**src/include/aifp_regs.vh**
```
// register map, reset values, field positions and filter codes of the feature stage
`ifndef AIFP_REGS_VH
`define AIFP_REGS_VH
`define AIFP_ADR_MFR_OFS 6'h13
`define AIFP_ADR_MFR_GAIN 6'h14
`define AIFP_ADR_UPPER 6'h15
`define AIFP_ADR_LOWER 6'h16
`define AIFP_ADR_CODE 6'h1F
`define AIFP_ADR_CFG 6'h20
`define AIFP_ADR_UOFS 6'h21
`define AIFP_ADR_UGAIN 6'h22
`define AIFP_ADR_LIM1 6'h23
`define AIFP_ADR_LIM2 6'h24
`define AIFP_ADR_FSEL 6'h25
`define AIFP_RST_MFR_OFS 16'h8000
`define AIFP_RST_MFR_GAIN 16'h4004
`define AIFP_RST_UPPER 16'h0FFF
`define AIFP_RST_LOWER 16'h0000
`define AIFP_RST_CFG 16'h1106
`define AIFP_RST_UOFS 16'h0000
`define AIFP_RST_UGAIN 16'h0100
`define AIFP_RST_LIM 16'h0000
`define AIFP_RST_FSEL 16'h0000
`define AIFP_UNLOCK_WORD 16'h1235
`define AIFP_CFG_USER 0
`define AIFP_CFG_MFR 1
`define AIFP_CFG_WDOG 2
`define AIFP_CFG_SGNMAG 3
`define AIFP_CFG_TAGGED 4
`define AIFP_CFG_RANGE 8
`define AIFP_CFG_LIM1 9
`define AIFP_CFG_LIM2 10
`define AIFP_CFG_FILT 11
`define AIFP_MFR_SHIFT 4'hA
`define AIFP_USER_SHIFT 4'h8
`define AIFP_CTL_REG 7
`define AIFP_CTL_WR 6
`define AIFP_FSEL_FIR2 16'h0000
`define AIFP_FSEL_IIR_LO 16'h0100
`define AIFP_FSEL_IIR_HI 16'h0700
`define AIFP_FSEL_N50 16'h1000
`define AIFP_FSEL_N60 16'h2000
`define AIFP_LIM_OFF 2'h0
`define AIFP_LIM_BELOW 2'h1
`define AIFP_LIM_ABOVE 2'h2
`define AIFP_LIM_EQUAL 2'h3
`define AIFP_WDOG_MS 100
`define AIFP_CLK_MHZ 125
`endif

```
**src/aifp_core.v**
```verilog
// analog input feature stage: register set, filter, scaling, range, limits, output format
// Behaviour
// - feature configuration resets to 0x1106.
// - bit 0 enables user scaling, bit 1 enables manufacturer scaling.
// - bit 2 enables the watchdog, on by default.
// - bit 3 gives sign-magnitude output, minus one reads 0x8001.
// - bit 4 selects the status-tagged output format, off by default.
// - tagged format: bit 2 zero, bit 1 error, bit 0 overflow.
// - tagged format: value in bits 15 to 3, bit 15 the sign.
// - overflow set outside the range; inside it bits 2 and 0 clear, bit 1 still shows the error.
// - bit 8 flags out-of-range values and clamps them to the limit.
// - bit 9 compares each output with the first threshold.
// - bit 10 compares each output with the second threshold.
// - bit 11 enables the filter, whose type comes from the filter select.
// - user offset is a signed 16-bit term added in user scaling.
// - user gain is signed 16-bit, weight two to the minus eight.
// - filter select resets to zero, the two-tap FIR filter.
// - codes 0x0100 to 0x0700 pick first-order IIR filters, falling corner.
// - code 0x1000 averages sixteen samples, for 50 Hz rejection.
// - code 0x2000 averages sixteen samples, for 60 Hz rejection.
// - any other filter code bypasses the filter.
// - notch timing follows channel 0; conflicting notch on channel 1 cannot run.
// - limit status: 00 off, 01 below, 10 above, 11 equal.
// - user registers are writable only while the unlock word 0x1235 is held.
`timescale 1ns/1ns
`include "aifp_regs.vh"
module aifp_core #(
	parameter IS_CH0 = 1,
	parameter WDOG_CYCLES = `AIFP_WDOG_MS * `AIFP_CLK_MHZ * 1000
) (
	input wire i_clk_sys,
	input wire i_rst_n,
	input wire i_reg_req,
	input wire [7:0] i_ctrl_byte,
	input wire [15:0] i_reg_wdata,
	output reg o_reg_ack,
	output reg [7:0] o_reg_status,
	output reg [15:0] o_reg_rdata,
	input wire i_smp_valid,
	input wire [15:0] i_smp_data,
	input wire [15:0] i_ch0_fsel,
	output wire [15:0] o_fsel,
	input wire i_host_alive,
	output reg o_out_valid,
	output reg [15:0] o_out_data,
	output reg [7:0] o_out_status,
	output reg o_wdog_trip
);
	reg [15:0] mfr_ofs_q;
	reg [15:0] mfr_gain_q;
	reg [15:0] upper_range_limit_q;
	reg [15:0] lower_range_limit_q;
	reg [15:0] code_q;
	reg [15:0] operation_feature_config_q;
	reg [15:0] user_line_offset_q;
	reg [15:0] user_line_gain_q;
	reg [15:0] first_threshold_q;
	reg [15:0] second_threshold_q;
	reg [15:0] filter_select_q;
	reg [31:0] wdog_cnt_q;

	wire [15:0] cfg = operation_feature_config_q;
	wire unlocked = (code_q == `AIFP_UNLOCK_WORD);
	wire [5:0] adr = i_ctrl_byte[5:0];
	wire is_reg = i_reg_req && i_ctrl_byte[`AIFP_CTL_REG];
	wire do_wr = is_reg && i_ctrl_byte[`AIFP_CTL_WR];

	function signed [15:0] sat16;
		input signed [33:0] v;
		begin
			if (v > 34'sh0000_7FFF)
				sat16 = 16'sh7FFF;
			else if (v < -34'sh0000_8000)
				sat16 = -16'sh8000;
			else
				sat16 = v[15:0];
		end
	endfunction

	// straight line y = off + (x * gain) >> shift, saturated to 16 bits
	function signed [15:0] line16;
		input signed [15:0] x;
		input signed [15:0] gain;
		input signed [15:0] off;
		input [3:0] sh;
		reg signed [33:0] p;
		begin
			p = x * gain;
			line16 = sat16((p >>> sh) + off);
		end
	endfunction

	function [1:0] cmp_code;
		input signed [15:0] v;
		input signed [15:0] lim;
		begin
			if (v == lim)
				cmp_code = `AIFP_LIM_EQUAL;
			else if (v > lim)
				cmp_code = `AIFP_LIM_ABOVE;
			else
				cmp_code = `AIFP_LIM_BELOW;
		end
	endfunction

	// register access; the unlock word itself is always writable
	always @(posedge i_clk_sys) begin
		if (!i_rst_n) begin
			mfr_ofs_q <= `AIFP_RST_MFR_OFS;
			mfr_gain_q <= `AIFP_RST_MFR_GAIN;
			upper_range_limit_q <= `AIFP_RST_UPPER;
			lower_range_limit_q <= `AIFP_RST_LOWER;
			code_q <= 16'h0000;
			operation_feature_config_q <= `AIFP_RST_CFG;
			user_line_offset_q <= `AIFP_RST_UOFS;
			user_line_gain_q <= `AIFP_RST_UGAIN;
			first_threshold_q <= `AIFP_RST_LIM;
			second_threshold_q <= `AIFP_RST_LIM;
			filter_select_q <= `AIFP_RST_FSEL;
		end else if (do_wr) begin
			if (adr == `AIFP_ADR_CODE)
				code_q <= i_reg_wdata;
			else if (unlocked) begin
				case (adr)
				`AIFP_ADR_MFR_OFS: mfr_ofs_q <= i_reg_wdata;
				`AIFP_ADR_MFR_GAIN: mfr_gain_q <= i_reg_wdata;
				`AIFP_ADR_UPPER: upper_range_limit_q <= i_reg_wdata;
				`AIFP_ADR_LOWER: lower_range_limit_q <= i_reg_wdata;
				`AIFP_ADR_CFG: operation_feature_config_q <= i_reg_wdata;
				`AIFP_ADR_UOFS: user_line_offset_q <= i_reg_wdata;
				`AIFP_ADR_UGAIN: user_line_gain_q <= i_reg_wdata;
				`AIFP_ADR_LIM1: first_threshold_q <= i_reg_wdata;
				`AIFP_ADR_LIM2: second_threshold_q <= i_reg_wdata;
				`AIFP_ADR_FSEL: filter_select_q <= i_reg_wdata;
				default: code_q <= code_q;
				endcase
			end
		end
	end

	reg [15:0] rd_mux;
	always @* begin
		case (adr)
		`AIFP_ADR_MFR_OFS: rd_mux = mfr_ofs_q;
		`AIFP_ADR_MFR_GAIN: rd_mux = mfr_gain_q;
		`AIFP_ADR_UPPER: rd_mux = upper_range_limit_q;
		`AIFP_ADR_LOWER: rd_mux = lower_range_limit_q;
		`AIFP_ADR_CODE: rd_mux = unlocked ? code_q : 16'h0000;
		`AIFP_ADR_CFG: rd_mux = operation_feature_config_q;
		`AIFP_ADR_UOFS: rd_mux = user_line_offset_q;
		`AIFP_ADR_UGAIN: rd_mux = user_line_gain_q;
		`AIFP_ADR_LIM1: rd_mux = first_threshold_q;
		`AIFP_ADR_LIM2: rd_mux = second_threshold_q;
		`AIFP_ADR_FSEL: rd_mux = filter_select_q;
		default: rd_mux = 16'h0000;
		endcase
	end

	// the acknowledge echoes the control byte; a write answers with zero data
	always @(posedge i_clk_sys) begin
		if (!i_rst_n) begin
			o_reg_ack <= 1'b0;
			o_reg_status <= 8'h00;
			o_reg_rdata <= 16'h0000;
		end else begin
			o_reg_ack <= is_reg;
			if (is_reg) begin
				o_reg_status <= i_ctrl_byte;
				o_reg_rdata <= do_wr ? 16'h0000 : rd_mux;
			end
		end
	end

	// watchdog: host silence longer than the timeout raises the error flag
	always @(posedge i_clk_sys) begin
		if (!i_rst_n || !cfg[`AIFP_CFG_WDOG] || i_host_alive || i_reg_req) begin
			wdog_cnt_q <= 32'h00000000;
			o_wdog_trip <= 1'b0;
		end else if (wdog_cnt_q >= WDOG_CYCLES - 1) begin
			o_wdog_trip <= 1'b1;
		end else begin
			wdog_cnt_q <= wdog_cnt_q + 32'h00000001;
		end
	end

	// both notch codes share channel 0's sample timer, so channel 1 may only
	// run the notch that channel 0 also runs (or any notch while channel 0 has none)
	wire own_notch = (filter_select_q == `AIFP_FSEL_N50)
		|| (filter_select_q == `AIFP_FSEL_N60);
	wire ch0_notch = (i_ch0_fsel == `AIFP_FSEL_N50) || (i_ch0_fsel == `AIFP_FSEL_N60);
	wire notch_clash = (IS_CH0 == 0) && own_notch && ch0_notch
		&& (i_ch0_fsel != filter_select_q);
	assign o_fsel = filter_select_q;

	wire flt_valid;
	wire [15:0] flt_data;
	aifp_filter u_filter (
		.i_clk_sys(i_clk_sys),
		.i_rst_n(i_rst_n),
		.i_en(cfg[`AIFP_CFG_FILT] && !notch_clash),
		.i_code(filter_select_q),
		.i_valid(i_smp_valid),
		.i_data(i_smp_data),
		.o_valid(flt_valid),
		.o_data(flt_data)
	);

	// scaling chain after the filter
	wire signed [15:0] mfr_y = cfg[`AIFP_CFG_MFR] ? line16(flt_data, mfr_gain_q, mfr_ofs_q,
		`AIFP_MFR_SHIFT) : flt_data;
	wire signed [15:0] user_gain_term = user_line_gain_q;
	wire signed [15:0] usr_y = cfg[`AIFP_CFG_USER] ? line16(mfr_y, user_gain_term,
		user_line_offset_q, `AIFP_USER_SHIFT) : mfr_y;

	wire over = cfg[`AIFP_CFG_RANGE] && (usr_y > $signed(upper_range_limit_q));
	wire under = cfg[`AIFP_CFG_RANGE] && (usr_y < $signed(lower_range_limit_q));
	wire signed [15:0] clamp_y = over ? upper_range_limit_q :
		(under ? lower_range_limit_q : usr_y);
	wire [1:0] lim1 = cfg[`AIFP_CFG_LIM1] ? cmp_code(clamp_y, first_threshold_q)
		: `AIFP_LIM_OFF;
	wire [1:0] lim2 = cfg[`AIFP_CFG_LIM2] ? cmp_code(clamp_y, second_threshold_q)
		: `AIFP_LIM_OFF;

	// minus full scale has no magnitude in 15 bits, so it saturates
	wire [15:0] neg_y = 16'h0000 - clamp_y;
	wire [15:0] sm_y = !clamp_y[15] ? clamp_y :
		(clamp_y == 16'h8000 ? 16'hFFFF : {1'b1, neg_y[14:0]});
	wire [15:0] num_y = cfg[`AIFP_CFG_SGNMAG] ? sm_y : clamp_y;
	// tagged format: overflow means the range clamp acted, error is the watchdog
	wire [15:0] fmt_y = cfg[`AIFP_CFG_TAGGED] ?
		{num_y[15:3], 1'b0, o_wdog_trip, over | under} : num_y;

	always @(posedge i_clk_sys) begin
		if (!i_rst_n) begin
			o_out_valid <= 1'b0;
			o_out_data <= 16'h0000;
			o_out_status <= 8'h00;
		end else begin
			o_out_valid <= flt_valid;
			o_out_status[6] <= o_wdog_trip;
			if (flt_valid) begin
				o_out_data <= fmt_y;
				o_out_status[5:0] <= {lim2, lim1, over, under};
			end
		end
	end
endmodule

```
**src/aifp_filter.v**
```verilog
// selectable input filter: two-tap FIR, first-order IIR, sixteen-value average, bypass
`timescale 1ns/1ns
`include "aifp_regs.vh"
module aifp_filter (
	input wire i_clk_sys,
	input wire i_rst_n,
	input wire i_en,
	input wire [15:0] i_code,
	input wire i_valid,
	input wire [15:0] i_data,
	output reg o_valid,
	output reg [15:0] o_data
);
	localparam M_BYP = 2'h0;
	localparam M_FIR2 = 2'h1;
	localparam M_IIR = 2'h2;
	localparam M_AVG = 2'h3;

	function [1:0] mode_of;
		input en;
		input [15:0] c;
		begin
			if (!en)
				mode_of = M_BYP;
			else if (c == `AIFP_FSEL_FIR2)
				mode_of = M_FIR2;
			else if (c >= `AIFP_FSEL_IIR_LO && c <= `AIFP_FSEL_IIR_HI && c[7:0] == 8'h00)
				mode_of = M_IIR;
			else if (c == `AIFP_FSEL_N50 || c == `AIFP_FSEL_N60)
				mode_of = M_AVG;
			else
				mode_of = M_BYP;
		end
	endfunction

	wire [1:0] mode = mode_of(i_en, i_code);
	wire [2:0] iir_k = i_code[10:8];
	reg [1:0] mode_q;
	reg [15:0] code_seen_q;
	reg [15:0] prev_q;
	reg signed [23:0] iir_q;
	reg [15:0] hist_q [0:15];
	reg [3:0] idx_q;
	reg signed [19:0] sum_q;
	integer i;

	// higher codes give a lower corner: the IIR step shrinks by one bit per code
	wire signed [23:0] x_fix = {i_data, 8'h00};
	wire signed [23:0] iir_d = iir_q + ((x_fix - iir_q) >>> iir_k);
	wire signed [19:0] sum_d = sum_q + {{4{i_data[15]}}, i_data}
		- {{4{hist_q[idx_q][15]}}, hist_q[idx_q]};
	wire signed [16:0] fir_sum = {i_data[15], i_data} + {prev_q[15], prev_q};

	// a mode or code change restarts history so stale state of another filter never leaks out
	always @(posedge i_clk_sys) begin
		if (!i_rst_n || mode != mode_q || i_code != code_seen_q) begin
			mode_q <= mode;
			code_seen_q <= i_code;
			prev_q <= 16'h0000;
			iir_q <= 24'h000000;
			idx_q <= 4'h0;
			sum_q <= 20'h00000;
			o_valid <= 1'b0;
			o_data <= 16'h0000;
			for (i = 0; i < 16; i = i + 1)
				hist_q[i] <= 16'h0000;
		end else begin
			o_valid <= i_valid;
			if (i_valid) begin
				prev_q <= i_data;
				case (mode_q)
				M_FIR2: begin
					o_data <= fir_sum[16:1];
				end
				M_IIR: begin
					iir_q <= iir_d;
					o_data <= iir_d[23:8];
				end
				M_AVG: begin
					hist_q[idx_q] <= i_data;
					idx_q <= idx_q + 4'h1;
					sum_q <= sum_d;
					o_data <= sum_d[19:4];
				end
				default: begin
					o_data <= i_data;
				end
				endcase
			end
		end
	end
endmodule

```
**config.mk**
```make
export PLATFORM = sky130hd
export DESIGN_NAME = aifp_core
export DESIGN_NICKNAME = d
export VERILOG_FILES = /design/src/aifp_core.v /design/src/aifp_filter.v
export VERILOG_INCLUDE_DIRS = /design/src /design/src/include
export SDC_FILE = /design/constraint.sdc
export NUM_CORES = 2
export LEC_CHECK = 0
export ABC_AREA = 1
export BUFFER_PORTS_ARGS = -buffer_cell sky130_fd_sc_hd__buf_2
export CAP_MARGIN = 20
export CORE_ASPECT_RATIO = 0.8
export CORE_MARGIN = 5
export CORE_UTILIZATION = 62
export CTS_BUF_LIST = sky130_fd_sc_hd__clkbuf_8 sky130_fd_sc_hd__clkbuf_16
export CTS_CLUSTER_SIZE = 28
export DETAILED_ROUTE_END_ITERATION = 7
export PLACE_DENSITY = 0.79
export SYNTH_ARGS = -nofsm -noshare
export SYNTH_HDL_FRONTEND = slang
export SYNTH_SLANG_ARGS = --single-unit
```
**constraint.sdc**
```tcl
create_clock -name i_clk_sys -period 22 [get_ports i_clk_sys]
set_input_delay 1.1 -clock i_clk_sys [delete_from_list [all_inputs] [get_ports i_clk_sys]]
set_output_delay 1.1 -clock i_clk_sys [all_outputs]
set_load 0.05 [all_outputs]
```
==> flow_metrics.env <==
export IMPL_rsz0062_at_grt="false"
export IMPL_setup_tns_ns=0
export IMPL_hold_viol_final=0
export IMPL_synth_area_sq_mm=0.0553
export IMPL_root_buffer="clkbuf_16"
export IMPL_synth_edf_count=274
export IMPL_setup_viol=0
export IMPL_port_buffers=110
export IMPL_fin_skew_ns=0.0186
export IMPL_grt_max_degree=86
export IMPL_dpl_hpwl_um=124000
export IMPL_dp_cells=8056
export IMPL_met2_length_um=70700
export IMPL_final_antenna_net_count=0
export IMPL_finalCritPeriodShare_pct=92.7
export IMPL_layout_common_cells="inv_1 (1374), nand2_1 (1218), nor2_1 (816), fa_1 (545), a21oi_1 (393)"
export IMPL_synth_area_mux_share_pct=1.43
export IMPL_routedWlPerCell_um=20.2
export IMPL_final_common_cell="inv_1"
export IMPL_cts_setup_buffers=0
export IMPL_synth_cell_types=63
export IMPL_antenna_cells=0
export IMPL_fill_cells=7376
export IMPL_wl_met1_um=68100
export IMPL_synth_fa_ha_area_share_pct=27.6
export IMPL_finalNetCount=7883
export IMPL_postCtsResizedCells=0
export IMPL_synth_top_area_share_pct=19.7
export IMPL_yosys_top_cells_area="fa_1 (20%), edfxtp_1 (15%), dfxtp_1 (12%)"
export IMPL_row_count=98
export IMPL_wl_um=166000
export IMPL_avgSynthCellArea_sq_um=7.95
export IMPL_first_global_vias=46400
export IMPL_vias_per_cell=5.81
export IMPL_p_int_uw=2210
export IMPL_clk_pin_slew_worst_paths_ns=0.06
export IMPL_yosysWarningCount=0
export IMPL_path_class="register to register"
export IMPL_min_to="wdog_cnt_q[27]$_SDFFE_PP0N_"
export IMPL_synth_top_family_by_area="adder cells"
export IMPL_r2r_cells=102
export IMPL_r2r_start="mfr_gain_q[1]$_SDFFE_PN0P_"
export IMPL_pwr_share_seq_pct=36.5
export IMPL_drive_gt1_share_pct=5.40
export IMPL_ir_drop_uv=100
export IMPL_required_ns=22.53
export IMPL_fmax_ghz=0.0490
export IMPL_reg2reg_slack_ns=1.60
export IMPL_clock_path_buffers=3
export IMPL_async_flop_share_pct=0
export IMPL_slew_headroom_pct=22.8
export IMPL_fp_dieW_um=344
export IMPL_comb_power_share_pct=28.2
export IMPL_drc=1
export IMPL_cts_max_level=3
export IMPL_initial_core_util_pct=62.2
export IMPL_drt_pass1_iterations=8
export IMPL_cts_hold_buffers=0
export IMPL_grt_antenna_before_repair=0
export IMPL_min_period_ns=20.40
export IMPL_switchingPower_uw=1160
export IMPL_routed_top_layer="met4"
export IMPL_violations="DRC"
export IMPL_cts_sinks=617
export IMPL_worst_pin_slew_ns=1.14
export IMPL_drt_iter0_markers=5750
export IMPL_endpoint_kind="register"
export IMPL_grt_pass1_wl_um=259000
export IMPL_status="finished, violations left"
export IMPL_numCtsBuffers=68
export IMPL_overflow=0
export IMPL_clkPwrFrac_pct=35.3
export IMPL_vias=47600
export IMPL_core_sq_mm=0.0889
export IMPL_yosysSeqAreaShare_pct=27.3
export IMPL_synth_top_flop_cell="dfxtp_1"
export IMPL_cp_slowest_cell="fa_1"
export IMPL_io_pins=128
export IMPL_min_from="wdog_cnt_q[27]$_SDFFE_PP0N_"
export IMPL_place_congestion=1.02
export IMPL_area_growth_pct=7.10
export IMPL_r2r_end="o_out_status[5]$_SDFFE_PN0P_"
export IMPL_slew_violations=0
export IMPL_yosys_area_top_type="fa_1"
export IMPL_cpMostUsedCell="nand2_1"
export IMPL_synth_simple_gate_area_share_pct=17.1
export IMPL_die_h_um=277
export IMPL_die_area_sq_mm=0.0953
export IMPL_cp_arrival_ns=20.93
export IMPL_p_sw_share_pct=34.4
export IMPL_instances_no_fill=8180
export IMPL_cts_tree="built"
export IMPL_grt_use_total_pct=34.6
export IMPL_drv_cap=0
export IMPL_met3_wirelength_um=20800
export IMPL_min_path_type="register to register"
export IMPL_synth_compound_area_share_pct=12.2
export IMPL_synth_xor_area_share_pct=2.56
export IMPL_synth_nets=7912
export IMPL_pwr_density_cell_mw_per_mm2=57.0
export IMPL_synth_seq_cells=617
export IMPL_cp_max_fo=34
export IMPL_p_leak_uw=0.0283
export IMPL_clock_latency_ns=0.64
export IMPL_critPathLaunchType="register"
export IMPL_whs_path_depth=2
export IMPL_synthCells=6957
export IMPL_max_stage_delay_ns=0.61
==> power groups by stage <==
stage	sequential [uW]	combinational [uW]	clock, uW
6_report	1230	953	1190
5_1_grt	1240	1050	1250
4_1_cts	1230	930	1190
3_5_place_dp	1260	920	0
3_3_place_gp	1260	904	0
2_1_floorplan	1260	629	0
==> metrics by stage <==
stage | instance area, sq um | hold slack [ns] | utilization (%) | setup WS [ns] | total power [uW]
floorplan | 55300 | 0.408 | - | 4.15 | 1890
global placement | 56900 | 0.415 | 64.0 | 1.58 | 2160
detailed placement | 56900 | 0.421 | 64.0 | 1.30 | 2180
CTS | 59200 | 0.431 | 66.6 | 1.25 | 3360
global route | 59200 | 0.447 | 66.6 | 0.0379 | 3540
finish | 59200 | 0.428 | 66.6 | 1.60 | 3380
==> cell type report <==
| cell class | count | area [sq um] | area share (%) |
|---|---|---|---|
| clock buffer | 78 | 1850 | 3.12 |
| clock inverter | 44 | 460 | 0.777 |
| inverter | 1415 | 5320 | 8.98 |
| multi-input combinational | 4629 | 33800 | 57.0 |
| sequential | 617 | 15100 | 25.5 |
| tap | 1200 | 1500 | 2.54 |
| timing repair buffer | 197 | 1200 | 2.03 |
==> synthesized netlist by cell type (all sizes together), types with 44 or more instances <==
library cell / number
ha: 349
nand3: 184
nand2: 1233
mux2i: 79
o22ai: 47
inv: 1374
nor2: 822
xnor2: 61
nor3: 44
a21oi: 395
dfxtp: 343
fa: 545
a211oi: 152
clkbuf: 249
o21ai: 307
xor2: 100
edfxtp: 274
buf: 45
o211ai: 95
==> routing by layer <==
metal / global-route usage, % / vias up
met3: 9.63 / 401
li1: - / 22000
met1: 49.7 / 22700
met2: 51.4 / 2490
met5: 0 / -
met4: 10.3 / 0
==> critical path, delay by kind of cell, from the launching register on <==
family,cells,cell delay [ns]
adders and majority gates,18,7.81
AOI/OAI and AO/OA,31,6.21
and+or+nand+nor,37,3.72
buffers and inverters,14,1.64
DFF,1,0.46
xor gates and xnor gates,2,0.40
==> registers in the layout, summed over array words and instances, names as in the netlist, 16 cells and up, named ones only <==
| signal | count |
|---|---|
| u_filter.hist_q | 256 |
| wdog_cnt_q | 32 |
| u_filter.iir_q | 24 |
| u_filter.sum_q | 20 |
| cfg | 16 |
| code_q | 16 |
| first_threshold_q | 16 |
| lower_range_limit_q | 16 |
| mfr_gain_q | 16 |
| mfr_ofs_q | 16 |
| o_fsel | 16 |
| o_out_data | 16 |
| o_reg_rdata | 16 |
| second_threshold_q | 16 |
| u_filter.code_seen_q | 16 |
| u_filter.o_data | 16 |
| u_filter.prev_q | 16 |
| upper_range_limit_q | 16 |
| user_gain_term | 16 |
| user_line_offset_q | 16 |
==> cells by family (layout without fill, tap and decap cells) <==
| group | Yosys count | after routing |
|---|---|---|
| muxes | 79 | 79 |
| AOI/OAI and AO/OA | 1128 | 1128 |
| and+or+nand+nor | 2366 | 2366 |
| adders and majority gates | 894 | 894 |
| DFF | 617 | 617 |
| other | 1 | 1 |
| buffers and inverters | 1711 | 1734 |
| xor gates and xnor gates | 161 | 161 |
==> worst max path at each step <==
stage / from / endpoint / slack [ns] / cells past startpoint
floorplan: u_filter.o_data[6]$_SDFFE_PP0P_ / o_out_status[3]$_SDFFE_PN0P_ / 4.15 / 104
global placement: mfr_gain_q[2]$_SDFFE_PN1P_ / o_out_status[3]$_SDFFE_PN0P_ / 1.58 / 103
detailed placement: mfr_gain_q[2]$_SDFFE_PN1P_ / o_out_status[3]$_SDFFE_PN0P_ / 1.30 / 103
CTS: mfr_gain_q[2]$_SDFFE_PN1P_ / o_out_status[3]$_SDFFE_PN0P_ / 1.25 / 99
global route: mfr_gain_q[1]$_SDFFE_PN0P_ / o_out_status[2]$_SDFFE_PN0P_ / 0.04 / 110
finish: mfr_gain_q[1]$_SDFFE_PN0P_ / o_out_status[5]$_SDFFE_PN0P_ / 1.60 / 102
(Power assumes the default switching activity.)
